`src/logic/pbc_consts.svh`:
```
`ifndef PBC_CONSTS_SVH
`define PBC_CONSTS_SVH

// Register byte offsets
`define PBC_OFF_BLANK_CTRL   6'h00
`define PBC_OFF_BLANK_DELAY  6'h04
`define PBC_OFF_AUX_CTRL     6'h08
`define PBC_OFF_GEN_CTRL     6'h0c
`define PBC_OFF_PRESCALE     6'h10
`define PBC_OFF_CARRIER      6'h14
`define PBC_OFF_CAPTURE      6'h18
`define PBC_OFF_DEADTIME     6'h1c
`define PBC_OFF_ALT_DEADTIME 6'h20
`define PBC_OFF_DUTY         6'h24
`define PBC_OFF_ADJ_DUTY     6'h28
`define PBC_OFF_STATUS       6'h2c

// Blanking control fields
`define PBC_BC_HIGH_RISE     15
`define PBC_BC_HIGH_FALL     14
`define PBC_BC_LOW_RISE      13
`define PBC_BC_LOW_FALL      12
`define PBC_BC_FAULT_EN      11
`define PBC_BC_CL_EN         10
`define PBC_BC_DUR_V1_HI     9
`define PBC_BC_DUR_V1_LO     3
`define PBC_BC_CARRIER_HIGH  5
`define PBC_BC_CARRIER_LOW   4
`define PBC_BC_HOUT_HIGH     3
`define PBC_BC_HOUT_LOW      2
`define PBC_BC_LOUT_HIGH     1
`define PBC_BC_LOUT_LOW      0
`define PBC_BD_DUR_V2_HI     11
`define PBC_BD_DUR_V2_LO     3

// Auxiliary control fields
`define PBC_AUX_BLANK_SEL_HI 11
`define PBC_AUX_BLANK_SEL_LO 8
`define PBC_AUX_CAR_SEL_HI   5
`define PBC_AUX_CAR_SEL_LO   2
`define PBC_AUX_GATE_HIGH    1
`define PBC_AUX_GATE_LOW     0

// Generator control, prescale and carrier fields
`define PBC_GC_COMP_HI       7
`define PBC_GC_COMP_LO       6
`define PBC_PS_DIV_HI        2
`define PBC_CAR_ENABLE       15
`define PBC_CAR_RATIO_HI     9

`define PBC_RESET_VALUE      16'h0000

// Timing
`define PBC_CLK_PERIOD_PS    5000
`define PBC_BLANK_STEP_PS    8320
`define PBC_BLANK_MAX_NS     4252
`define PBC_BLANK_STEP_CYC   ((`PBC_BLANK_STEP_PS + `PBC_CLK_PERIOD_PS - 1) / `PBC_CLK_PERIOD_PS)

`endif

```
`src/logic/pbc_pkg.sv`:
```
package pbc_pkg;

  typedef enum logic [1:0] {
    PBC_BUS_IDLE = 2'b00,
    PBC_BUS_ACK  = 2'b01
  } pbc_bus_e;

  typedef struct packed {
    logic [15:0] blank_ctrl;
    logic [15:0] blank_delay;
    logic [15:0] aux_ctrl;
    logic [15:0] gen_ctrl;
    logic [15:0] prescale;
    logic [15:0] carrier_ctrl;
    logic [15:0] deadtime;
    logic [15:0] alt_deadtime;
    logic [15:0] duty;
    logic [15:0] capture;
    logic [15:0] adj_duty;
    logic [15:0] dt_high;
    logic [15:0] dt_low;
    logic [8:0]  blank_timer;
    logic [9:0]  pre_cnt;
    logic [9:0]  car_cnt;
    logic        carrier;
    logic        hi_prev;
    logic        lo_prev;
    logic        flt_s1;
    logic        flt_s2;
    logic        cl_s1;
    logic        cl_s2;
    logic        cmp_s1;
    logic        cmp_s2;
    logic        fault_q;
    logic        cl_q;
    logic        high_out;
    logic        low_out;
    pbc_bus_e    bus;
    logic [31:0] rdata;
  } pbc_state_s;

endpackage

```
`src/logic/pbc_top.sv`:
```
`include "pbc_consts.svh"

// Operation
// - Blank fault and limit for programmed interval
// - Duration field: v1 control, v2 delay register
// - Four edge selects start the blanking timer
// - New selected edge restarts running timer
// - Edges taken before output polarity inversion
// - Edges taken after dead-time insertion
// - Separate blanking enables for fault, limit
// - Version two: state blanking on conditions
// - Source select picks state-blanking generator
// - Limit rising edge captures time base
// - Only blanked limit signal triggers capture
// - Secondary time base never captured
// - Compensation input adds or subtracts deadtime
// - Alternate deadtime always used for low output, for high output only with compensation
// - Output gated by AND with carrier
// - Carrier divides prescaled clock when enabled
// - Per-output gating enables, else unchanged
// - Carrier source: own generator or others
// - Gating applied after override processing
// - Carrier clock driven out of module
module pbc_top
  import pbc_pkg::*;
#(
  parameter int VERSION = 2,
  parameter int NGEN    = 16
) (
  input  wire logic              clk,
  input  wire logic              resetn,
  input  wire logic [5:0]        address,
  input  wire logic              read,
  input  wire logic              write,
  input  wire logic [31:0]       writedata,
  output logic      [31:0]       readdata,
  output logic                   waitrequest,
  input  wire logic              pwm_high_in,
  input  wire logic              pwm_low_in,
  input  wire logic              override_high_in,
  input  wire logic              override_low_in,
  input  wire logic [NGEN-1:0]   gen_high_bus,
  input  wire logic [NGEN-1:0]   gen_low_bus,
  input  wire logic [15:0]       itb_count,
  input  wire logic              fault_pin,
  input  wire logic              current_limit_pin,
  input  wire logic              deadtime_comp_input,
  output logic                   fault_blanked,
  output logic                   current_limit_blanked,
  output logic                   high_side_output,
  output logic                   low_side_output,
  output logic                   carrier_clock_out,
  output logic      [15:0]       adjusted_duty_out,
  output logic      [15:0]       deadtime_high_out,
  output logic      [15:0]       deadtime_low_out
);

  pbc_state_s st_ff;
  pbc_state_s nxt_st;

  function automatic logic pick(input logic [NGEN-1:0] bus, input logic [3:0] idx);
    pick = bus[idx];
  endfunction

  function automatic logic [31:0] rd(input pbc_state_s s, input logic [5:0] a, input logic [3:0] stat);
    case (a)
      `PBC_OFF_BLANK_CTRL:   rd = {16'h0000, s.blank_ctrl};
      `PBC_OFF_BLANK_DELAY:  rd = {16'h0000, s.blank_delay};
      `PBC_OFF_AUX_CTRL:     rd = {16'h0000, s.aux_ctrl};
      `PBC_OFF_GEN_CTRL:     rd = {16'h0000, s.gen_ctrl};
      `PBC_OFF_PRESCALE:     rd = {16'h0000, s.prescale};
      `PBC_OFF_CARRIER:      rd = {16'h0000, s.carrier_ctrl};
      `PBC_OFF_CAPTURE:      rd = {16'h0000, s.capture};
      `PBC_OFF_DEADTIME:     rd = {16'h0000, s.deadtime};
      `PBC_OFF_ALT_DEADTIME: rd = {16'h0000, s.alt_deadtime};
      `PBC_OFF_DUTY:         rd = {16'h0000, s.duty};
      `PBC_OFF_ADJ_DUTY:     rd = {16'h0000, s.adj_duty};
      `PBC_OFF_STATUS:       rd = {28'h0000000, stat};
      default:               rd = 32'h00000000;
    endcase
  endfunction

  logic [8:0]  blank_dur;
  logic        trig_edge;
  logic        tick;
  logic [9:0]  tick_limit;
  logic        edge_blank;
  logic        state_blank;
  logic        blank;
  logic        carrier_sel;
  logic        state_high;
  logic        state_low;
  logic        fault_now;
  logic        cl_now;
  logic        comp_on;
  logic [9:0]  car_ratio;
  logic        car_en;
  logic [3:0]  status;

  always_comb begin
    blank_dur  = (VERSION == 2) ? st_ff.blank_delay[`PBC_BD_DUR_V2_HI:`PBC_BD_DUR_V2_LO]
                                : {2'b00, st_ff.blank_ctrl[`PBC_BC_DUR_V1_HI:`PBC_BC_DUR_V1_LO]};
    // Inputs are pre-polarity, post-deadtime drive signals
    trig_edge  = (st_ff.blank_ctrl[`PBC_BC_HIGH_RISE] & pwm_high_in & ~st_ff.hi_prev)
               | (st_ff.blank_ctrl[`PBC_BC_HIGH_FALL] & ~pwm_high_in & st_ff.hi_prev)
               | (st_ff.blank_ctrl[`PBC_BC_LOW_RISE] & pwm_low_in & ~st_ff.lo_prev)
               | (st_ff.blank_ctrl[`PBC_BC_LOW_FALL] & ~pwm_low_in & st_ff.lo_prev);
    // Step never shorter than the nominal 8.32 ns, scaled by prescale
    tick_limit = 10'((`PBC_BLANK_STEP_CYC) << st_ff.prescale[`PBC_PS_DIV_HI:0]);
    tick       = (st_ff.pre_cnt >= tick_limit - 10'd1);
    edge_blank = (st_ff.blank_timer != 9'd0);
    car_ratio  = st_ff.carrier_ctrl[`PBC_CAR_RATIO_HI:0];
    car_en     = st_ff.carrier_ctrl[`PBC_CAR_ENABLE];
    carrier_sel = (st_ff.aux_ctrl[`PBC_AUX_CAR_SEL_HI:`PBC_AUX_CAR_SEL_LO] == 4'h0) ? st_ff.carrier
                : pick(gen_high_bus, st_ff.aux_ctrl[`PBC_AUX_CAR_SEL_HI:`PBC_AUX_CAR_SEL_LO]);
    state_high = pick(gen_high_bus, st_ff.aux_ctrl[`PBC_AUX_BLANK_SEL_HI:`PBC_AUX_BLANK_SEL_LO]);
    state_low  = pick(gen_low_bus, st_ff.aux_ctrl[`PBC_AUX_BLANK_SEL_HI:`PBC_AUX_BLANK_SEL_LO]);
    state_blank = (VERSION == 2) &&
                  ((st_ff.blank_ctrl[`PBC_BC_CARRIER_HIGH] & carrier_sel)
                 | (st_ff.blank_ctrl[`PBC_BC_CARRIER_LOW] & ~carrier_sel)
                 | (st_ff.blank_ctrl[`PBC_BC_HOUT_HIGH] & state_high)
                 | (st_ff.blank_ctrl[`PBC_BC_HOUT_LOW] & ~state_high)
                 | (st_ff.blank_ctrl[`PBC_BC_LOUT_HIGH] & state_low)
                 | (st_ff.blank_ctrl[`PBC_BC_LOUT_LOW] & ~state_low));
    blank      = edge_blank | state_blank;
    fault_now  = st_ff.flt_s2 & ~(st_ff.blank_ctrl[`PBC_BC_FAULT_EN] & blank);
    cl_now     = st_ff.cl_s2 & ~(st_ff.blank_ctrl[`PBC_BC_CL_EN] & blank);
    comp_on    = (st_ff.gen_ctrl[`PBC_GC_COMP_HI:`PBC_GC_COMP_LO] != 2'b00);
    status     = {st_ff.fault_q, st_ff.cl_q, blank, carrier_sel};
  end

  always_comb begin
    nxt_st = st_ff;
    nxt_st.hi_prev = pwm_high_in;
    nxt_st.lo_prev = pwm_low_in;
    nxt_st.flt_s1  = fault_pin;
    nxt_st.flt_s2  = st_ff.flt_s1;
    nxt_st.cl_s1   = current_limit_pin;
    nxt_st.cl_s2   = st_ff.cl_s1;
    nxt_st.cmp_s1  = deadtime_comp_input;
    nxt_st.cmp_s2  = st_ff.cmp_s1;
    nxt_st.pre_cnt = tick ? 10'd0 : st_ff.pre_cnt + 10'd1;

    if (trig_edge) begin
      nxt_st.blank_timer = blank_dur;
    end else if (tick && edge_blank) begin
      nxt_st.blank_timer = st_ff.blank_timer - 9'd1;
    end

    nxt_st.fault_q = fault_now;
    nxt_st.cl_q    = cl_now;
    // Only the primary time base is captured; overwritten by the next edge
    if (cl_now && !st_ff.cl_q) begin
      nxt_st.capture = itb_count;
    end

    // Ratio of zero parks the carrier low instead of running at full rate
    if (!car_en || car_ratio == 10'd0) begin
      nxt_st.car_cnt = 10'd0;
      nxt_st.carrier = 1'b0;
    end else if (tick) begin
      if (st_ff.car_cnt >= car_ratio - 10'd1) begin
        nxt_st.car_cnt = 10'd0;
        nxt_st.carrier = ~st_ff.carrier;
      end else begin
        nxt_st.car_cnt = st_ff.car_cnt + 10'd1;
      end
    end

    // Override inputs already carry limit and fault processing
    nxt_st.high_out = override_high_in & (~st_ff.aux_ctrl[`PBC_AUX_GATE_HIGH] | carrier_sel);
    nxt_st.low_out  = override_low_in & (~st_ff.aux_ctrl[`PBC_AUX_GATE_LOW] | carrier_sel);

    // No saturation: software keeps duty and deadtime in range
    if (!comp_on) begin
      nxt_st.adj_duty = st_ff.duty;
    end else if (st_ff.cmp_s2) begin
      nxt_st.adj_duty = st_ff.duty + st_ff.deadtime;
    end else begin
      nxt_st.adj_duty = st_ff.duty - st_ff.deadtime;
    end
    nxt_st.dt_high = comp_on ? st_ff.alt_deadtime : st_ff.deadtime;
    nxt_st.dt_low  = st_ff.alt_deadtime;

    case (st_ff.bus)
      PBC_BUS_IDLE: begin
        if (read || write) begin
          nxt_st.bus   = PBC_BUS_ACK;
          nxt_st.rdata = read ? rd(st_ff, address, status) : 32'h00000000;
        end
      end
      PBC_BUS_ACK: begin
        nxt_st.bus = PBC_BUS_IDLE;
        if (write) begin
          case (address)
            `PBC_OFF_BLANK_CTRL:   nxt_st.blank_ctrl = writedata[15:0];
            `PBC_OFF_BLANK_DELAY:  nxt_st.blank_delay = writedata[15:0];
            `PBC_OFF_AUX_CTRL:     nxt_st.aux_ctrl = writedata[15:0];
            `PBC_OFF_GEN_CTRL:     nxt_st.gen_ctrl = writedata[15:0];
            `PBC_OFF_PRESCALE:     nxt_st.prescale = writedata[15:0];
            `PBC_OFF_CARRIER:      nxt_st.carrier_ctrl = writedata[15:0];
            `PBC_OFF_DEADTIME:     nxt_st.deadtime = writedata[15:0];
            `PBC_OFF_ALT_DEADTIME: nxt_st.alt_deadtime = writedata[15:0];
            `PBC_OFF_DUTY:         nxt_st.duty = writedata[15:0];
            default: ;
          endcase
        end
      end
      default: nxt_st.bus = PBC_BUS_IDLE;
    endcase
  end

  always_ff @(posedge clk or negedge resetn) begin
    if (!resetn) begin
      st_ff <= '0;
    end else begin
      st_ff <= nxt_st;
    end
  end

  assign waitrequest           = (st_ff.bus != PBC_BUS_ACK);
  assign readdata              = st_ff.rdata;
  assign fault_blanked         = st_ff.fault_q;
  assign current_limit_blanked = st_ff.cl_q;
  assign high_side_output      = st_ff.high_out;
  assign low_side_output       = st_ff.low_out;
  assign carrier_clock_out     = st_ff.carrier;
  assign adjusted_duty_out     = st_ff.adj_duty;
  assign deadtime_high_out     = st_ff.dt_high;
  assign deadtime_low_out      = st_ff.dt_low;
endmodule

```
`config.mk`:
```
export PLATFORM = sky130hd
export DESIGN_NAME = pbc_top
export DESIGN_NICKNAME = d
export VERILOG_FILES = /design/src/logic/pbc_pkg.sv /design/src/logic/pbc_top.sv
export VERILOG_INCLUDE_DIRS = /design/src /design/src/logic
export SDC_FILE = /design/constraint.sdc
export NUM_CORES = 1
export LEC_CHECK = 0
export BUFFER_PORTS_ARGS = -buffer_cell sky130_fd_sc_hd__buf_4
export CAP_MARGIN = 40
export CORE_ASPECT_RATIO = 2
export CORE_MARGIN = 10
export CORE_UTILIZATION = 58
export CTS_CLUSTER_DIAMETER = 150
export DETAILED_ROUTE_END_ITERATION = 7
export PLACE_DENSITY_LB_ADDON = 0.05
export SYNTH_ARGS = -nofsm -noshare
export SYNTH_HDL_FRONTEND = slang
export SYNTH_SLANG_ARGS = --single-unit
```
`constraint.sdc`:
```
create_clock -name clk -period 4.2 [get_ports clk]
set_input_delay 0.42 -clock clk [delete_from_list [all_inputs] [get_ports clk]]
set_output_delay 0.42 -clock clk [all_outputs]
set_load 0.03 [all_outputs]
```
==> impl_metrics.csv <==
group,metric,value,unit
setup_path,r2r_cells,13,
clock_tree,cts_num_sinks,267,
global_route,grt_pass1_wl,61100,µm
die,die_y,238.1,µm
setup_path,endpoint_kind,"register",
synth,ys_ff_latch,267,
global_route,grt_pass1_vias,10100,
timing,fmax,267.4,MHz
synth,seq_area_frac_synth,0.4844,
clock_tree,clock_latency,0.54,ns
timing,maxSlewViolCount,0,
clock_tree,cts_made_buffers,24,
synth,synth_area,13790,µm²
synth,synth_top_area_share,0.4844,
detailed_routing,routedWlPerCell,25.65,µm
detailed_routing,vias,9919,
timing,layout_setup_ws,0.4604,ns
timing,setup_tns,0,ns
final_layout,multiInputGateArea,6285,µm²
outcome,outcome,"complete, no violations",
final_layout,final_cell_count_no_fill,1572,
die,die_area,30720,µm²
global_route,grt_overflow,0,
power_and_ir_drop,powerDensity,429.1,nW/µm²
placement,place.gp.congestion,0.8929,
die,initial_core_util,0.5912,
global_route,antenna_found_initial,0,
timing,layout_worst_path_cycle_share,0.8904,
placement,placed_cell_area,14880,µm²
final_layout,drive_gt1_frac,0.3251,
setup_path,critPathMaxFanout,8,
synth,avgSynthCellArea,11.73,µm²
detailed_routing,drc,0,
final_layout,register_area,6681,µm²
die,ios,183,
placement,port_buffers,150,
timing,finClkSkew,0.01057,ns
final_layout,final_area,15700,µm²
die,core,23330,µm²
timing,hold_viol,0,
synth,yosysTopAreaCell,"dfrtp_1",
setup_path,r2r-start,"st_ff[206]",
clock_tree,postCtsHoldBufs,5,
final_layout,areaGrowthSynthToFinish,13.84,%
timing,max_slew_margin,0.3621,
setup_path,ff2ff_setup_slack,0.46,ns
synth,synth_edf_count,0,
worst_hold_path,min_delay_path_depth,1,
worst_hold_path,worstHoldPathType,"input port to register",
detailed_routing,via_per_inst,6.310,
timing,worst_pin_slew,0.9568,ns
final_layout,mostFrequentLayoutCell,"dfrtp_1",
placement,dp_slack,0.4534,ns
clock_tree,postCtsSetupBuffers,0,
final_layout,fillers,1836,
setup_path,crit_type,"register to register",
global_route,grt.total_usage,0.2604,
clock_tree,cts_tree,"done",
setup_path,cp-start-kind,"register",
synth,synth-async-reset-ratio,1.000,
setup_path,required,4.66,ns
timing,setup_viol_count_final,0,
timing,period_needed,3.740,ns
die,num_rows,79,
worst_hold_path,hold_end,"st_ff[45]",
power_and_ir_drop,max-vdd-ir-drop,0.3394,mV
worst_hold_path,holdCritStartpoint,"pwm_high_in",
power_and_ir_drop,power,6.737,mW
die,chipWidth,129.0,µm
detailed_routing,wirelength,40320,µm
placement,placed_cells,1524,
placement,hpwl,29620,µm
detailed_routing,initialDrtViolationCount,778,
power_and_ir_drop,power.leakage,7.524,nW
setup_path,r2r_end,"st_ff[72]",
synth,synth.area.top_cells,"dfrtp_1, mux2_2, buf_4",
flow_run,drv_cap,0,
setup_path,arrival,4.20,ns
clock_tree,clockBufferDepth,3,
clock_tree,cts_resized,0,
detailed_routing,ant_nets,0,
final_layout,layout_common_cells,"dfrtp_1, buf_4, mux2_2",
synth,yosysWarnings,0,
final_layout,diodes,0,
synth,synthFlopType,"dfrtp_1",
clock_tree,path_clk_slew,0.07,ns
synth,synthDistinctLibCells,62,
global_route,grt_max_degree,118,
clock_tree,root_buffer,"clkbuf_16",
detailed_routing,first_pass_iters,6,
final_layout,num-nets-final,1410,
clock_tree,htree_levels,1,
timing,rsz0062_at_grt,"false",
synth,synth_cells,1176,
==> registers in the layout (all words and copies together) (netlist names), 9 cells and up <==
signal	count
car_ratio	10
nxt_st	19
deadtime_high_out	16
adjusted_duty_out	16
deadtime_low_out	16
readdata	16
blank_dur	9
st_ff	159
==> cells by family (layout without fill, tap and decap cells) <==
kind of cell | Yosys count | after routing | synth area share
flip-flops | 267 | 267 | 0.4844
other | 2 | 17 | 0.0005445
multiplexers | 205 | 205 | 0.1825
buffers and inverters | 153 | 251 | 0.06541
AND/OR/NAND/NOR | 233 | 233 | 0.08074
adder cells (fa/ha/maj) | 41 | 41 | 0.03774
AO/OA/AOI/OAI | 226 | 226 | 0.1175
XOR/XNOR | 49 | 49 | 0.03112
==> cells in the mapped netlist (all sizes together) (10+ instances only) <==
library cell and instances:
nor3 16, o21a 10, and3 17, a221oi 22, a22o 35, o21ai 40
ha 40, mux2i 13, a222oi 11, or3 13, xor2 33, mux4 15
nand2b 12, a22oi 22, clkbuf 46, nor2 58, mux2 177, nand3 23
dfrtp 267, a21oi 35, buf 87, xnor2 16, nand2 70, inv 20
==> final cells by class <==
type | count | area share
tap | 283 | 0.02255
inverter | 20 | 0.004781
multi-input combinational | 771 | 0.4003
sequential | 267 | 0.4255
timing repair buffer | 188 | 0.09802
clock inverter | 11 | 0.005419
clock buffer | 32 | 0.04343
==> metal layers <==
| layer | global-route usage | share of wire | vias up |
|---|---|---|---|
| li1 | - | - | 4398 |
| met1 | 0.2911 | 0.36 | 5062 |
| met2 | 0.4774 | 0.54 | 374 |
| met3 | 0.03620 | 0.056 | 85 |
| met4 | 0.1112 | 0.041 | 0 |
| met5 | 0 | 0 | - |
==> power breakdown <==
group / total (mW) / switching, mW / internal, mW
Clock: 2.20 / 0.993 / 1.20
Sequential: 3.13 / 0.288 / 2.84
Combinational: 1.41 / 0.778 / 0.631
==> worst max-delay path, stage by stage, from the launching register on <==
cell and delay [ns]:
dfrtp_1 0.52, or3_1 0.45, ha_1 0.28, nor3_1 0.16
a21oi_1 0.07, o21a_1 0.18, ha_1 0.27, o21a_1 0.10
o21a_1 0.09, o21ai_0 0.09, o21ai_0 0.48, nand3_1 0.31
or4_1 0.47, a31oi_1 0.17
==> per-stage QoR <==
| stage | utilization | hold WS [ns] |
|---|---|---|
| finish | 0.6731 | 0.02037 |
| global route | 0.6731 | 0.02273 |
| CTS | 0.6731 | 0.01224 |
| detailed placement | 0.6381 | 0.3363 |
| global placement | 0.6316 | 0.3331 |
| floorplan | - | 0.1244 |
==> worst max path at each step <==
stage,startpoint,slack [ns],endpoint,cells past startpoint
after floorplan,st_ff[204],0.94,st_ff[50],15
after global placement,st_ff[172],0.51,adjusted_duty_out[15],15
after detailed placement,st_ff[206],0.45,st_ff[72],13
after CTS,st_ff[206],0.45,st_ff[74],13
after global routing,st_ff[172],0.19,adjusted_duty_out[15],15
final,st_ff[206],0.46,st_ff[72],13
(Power assumes the default switching activity.)
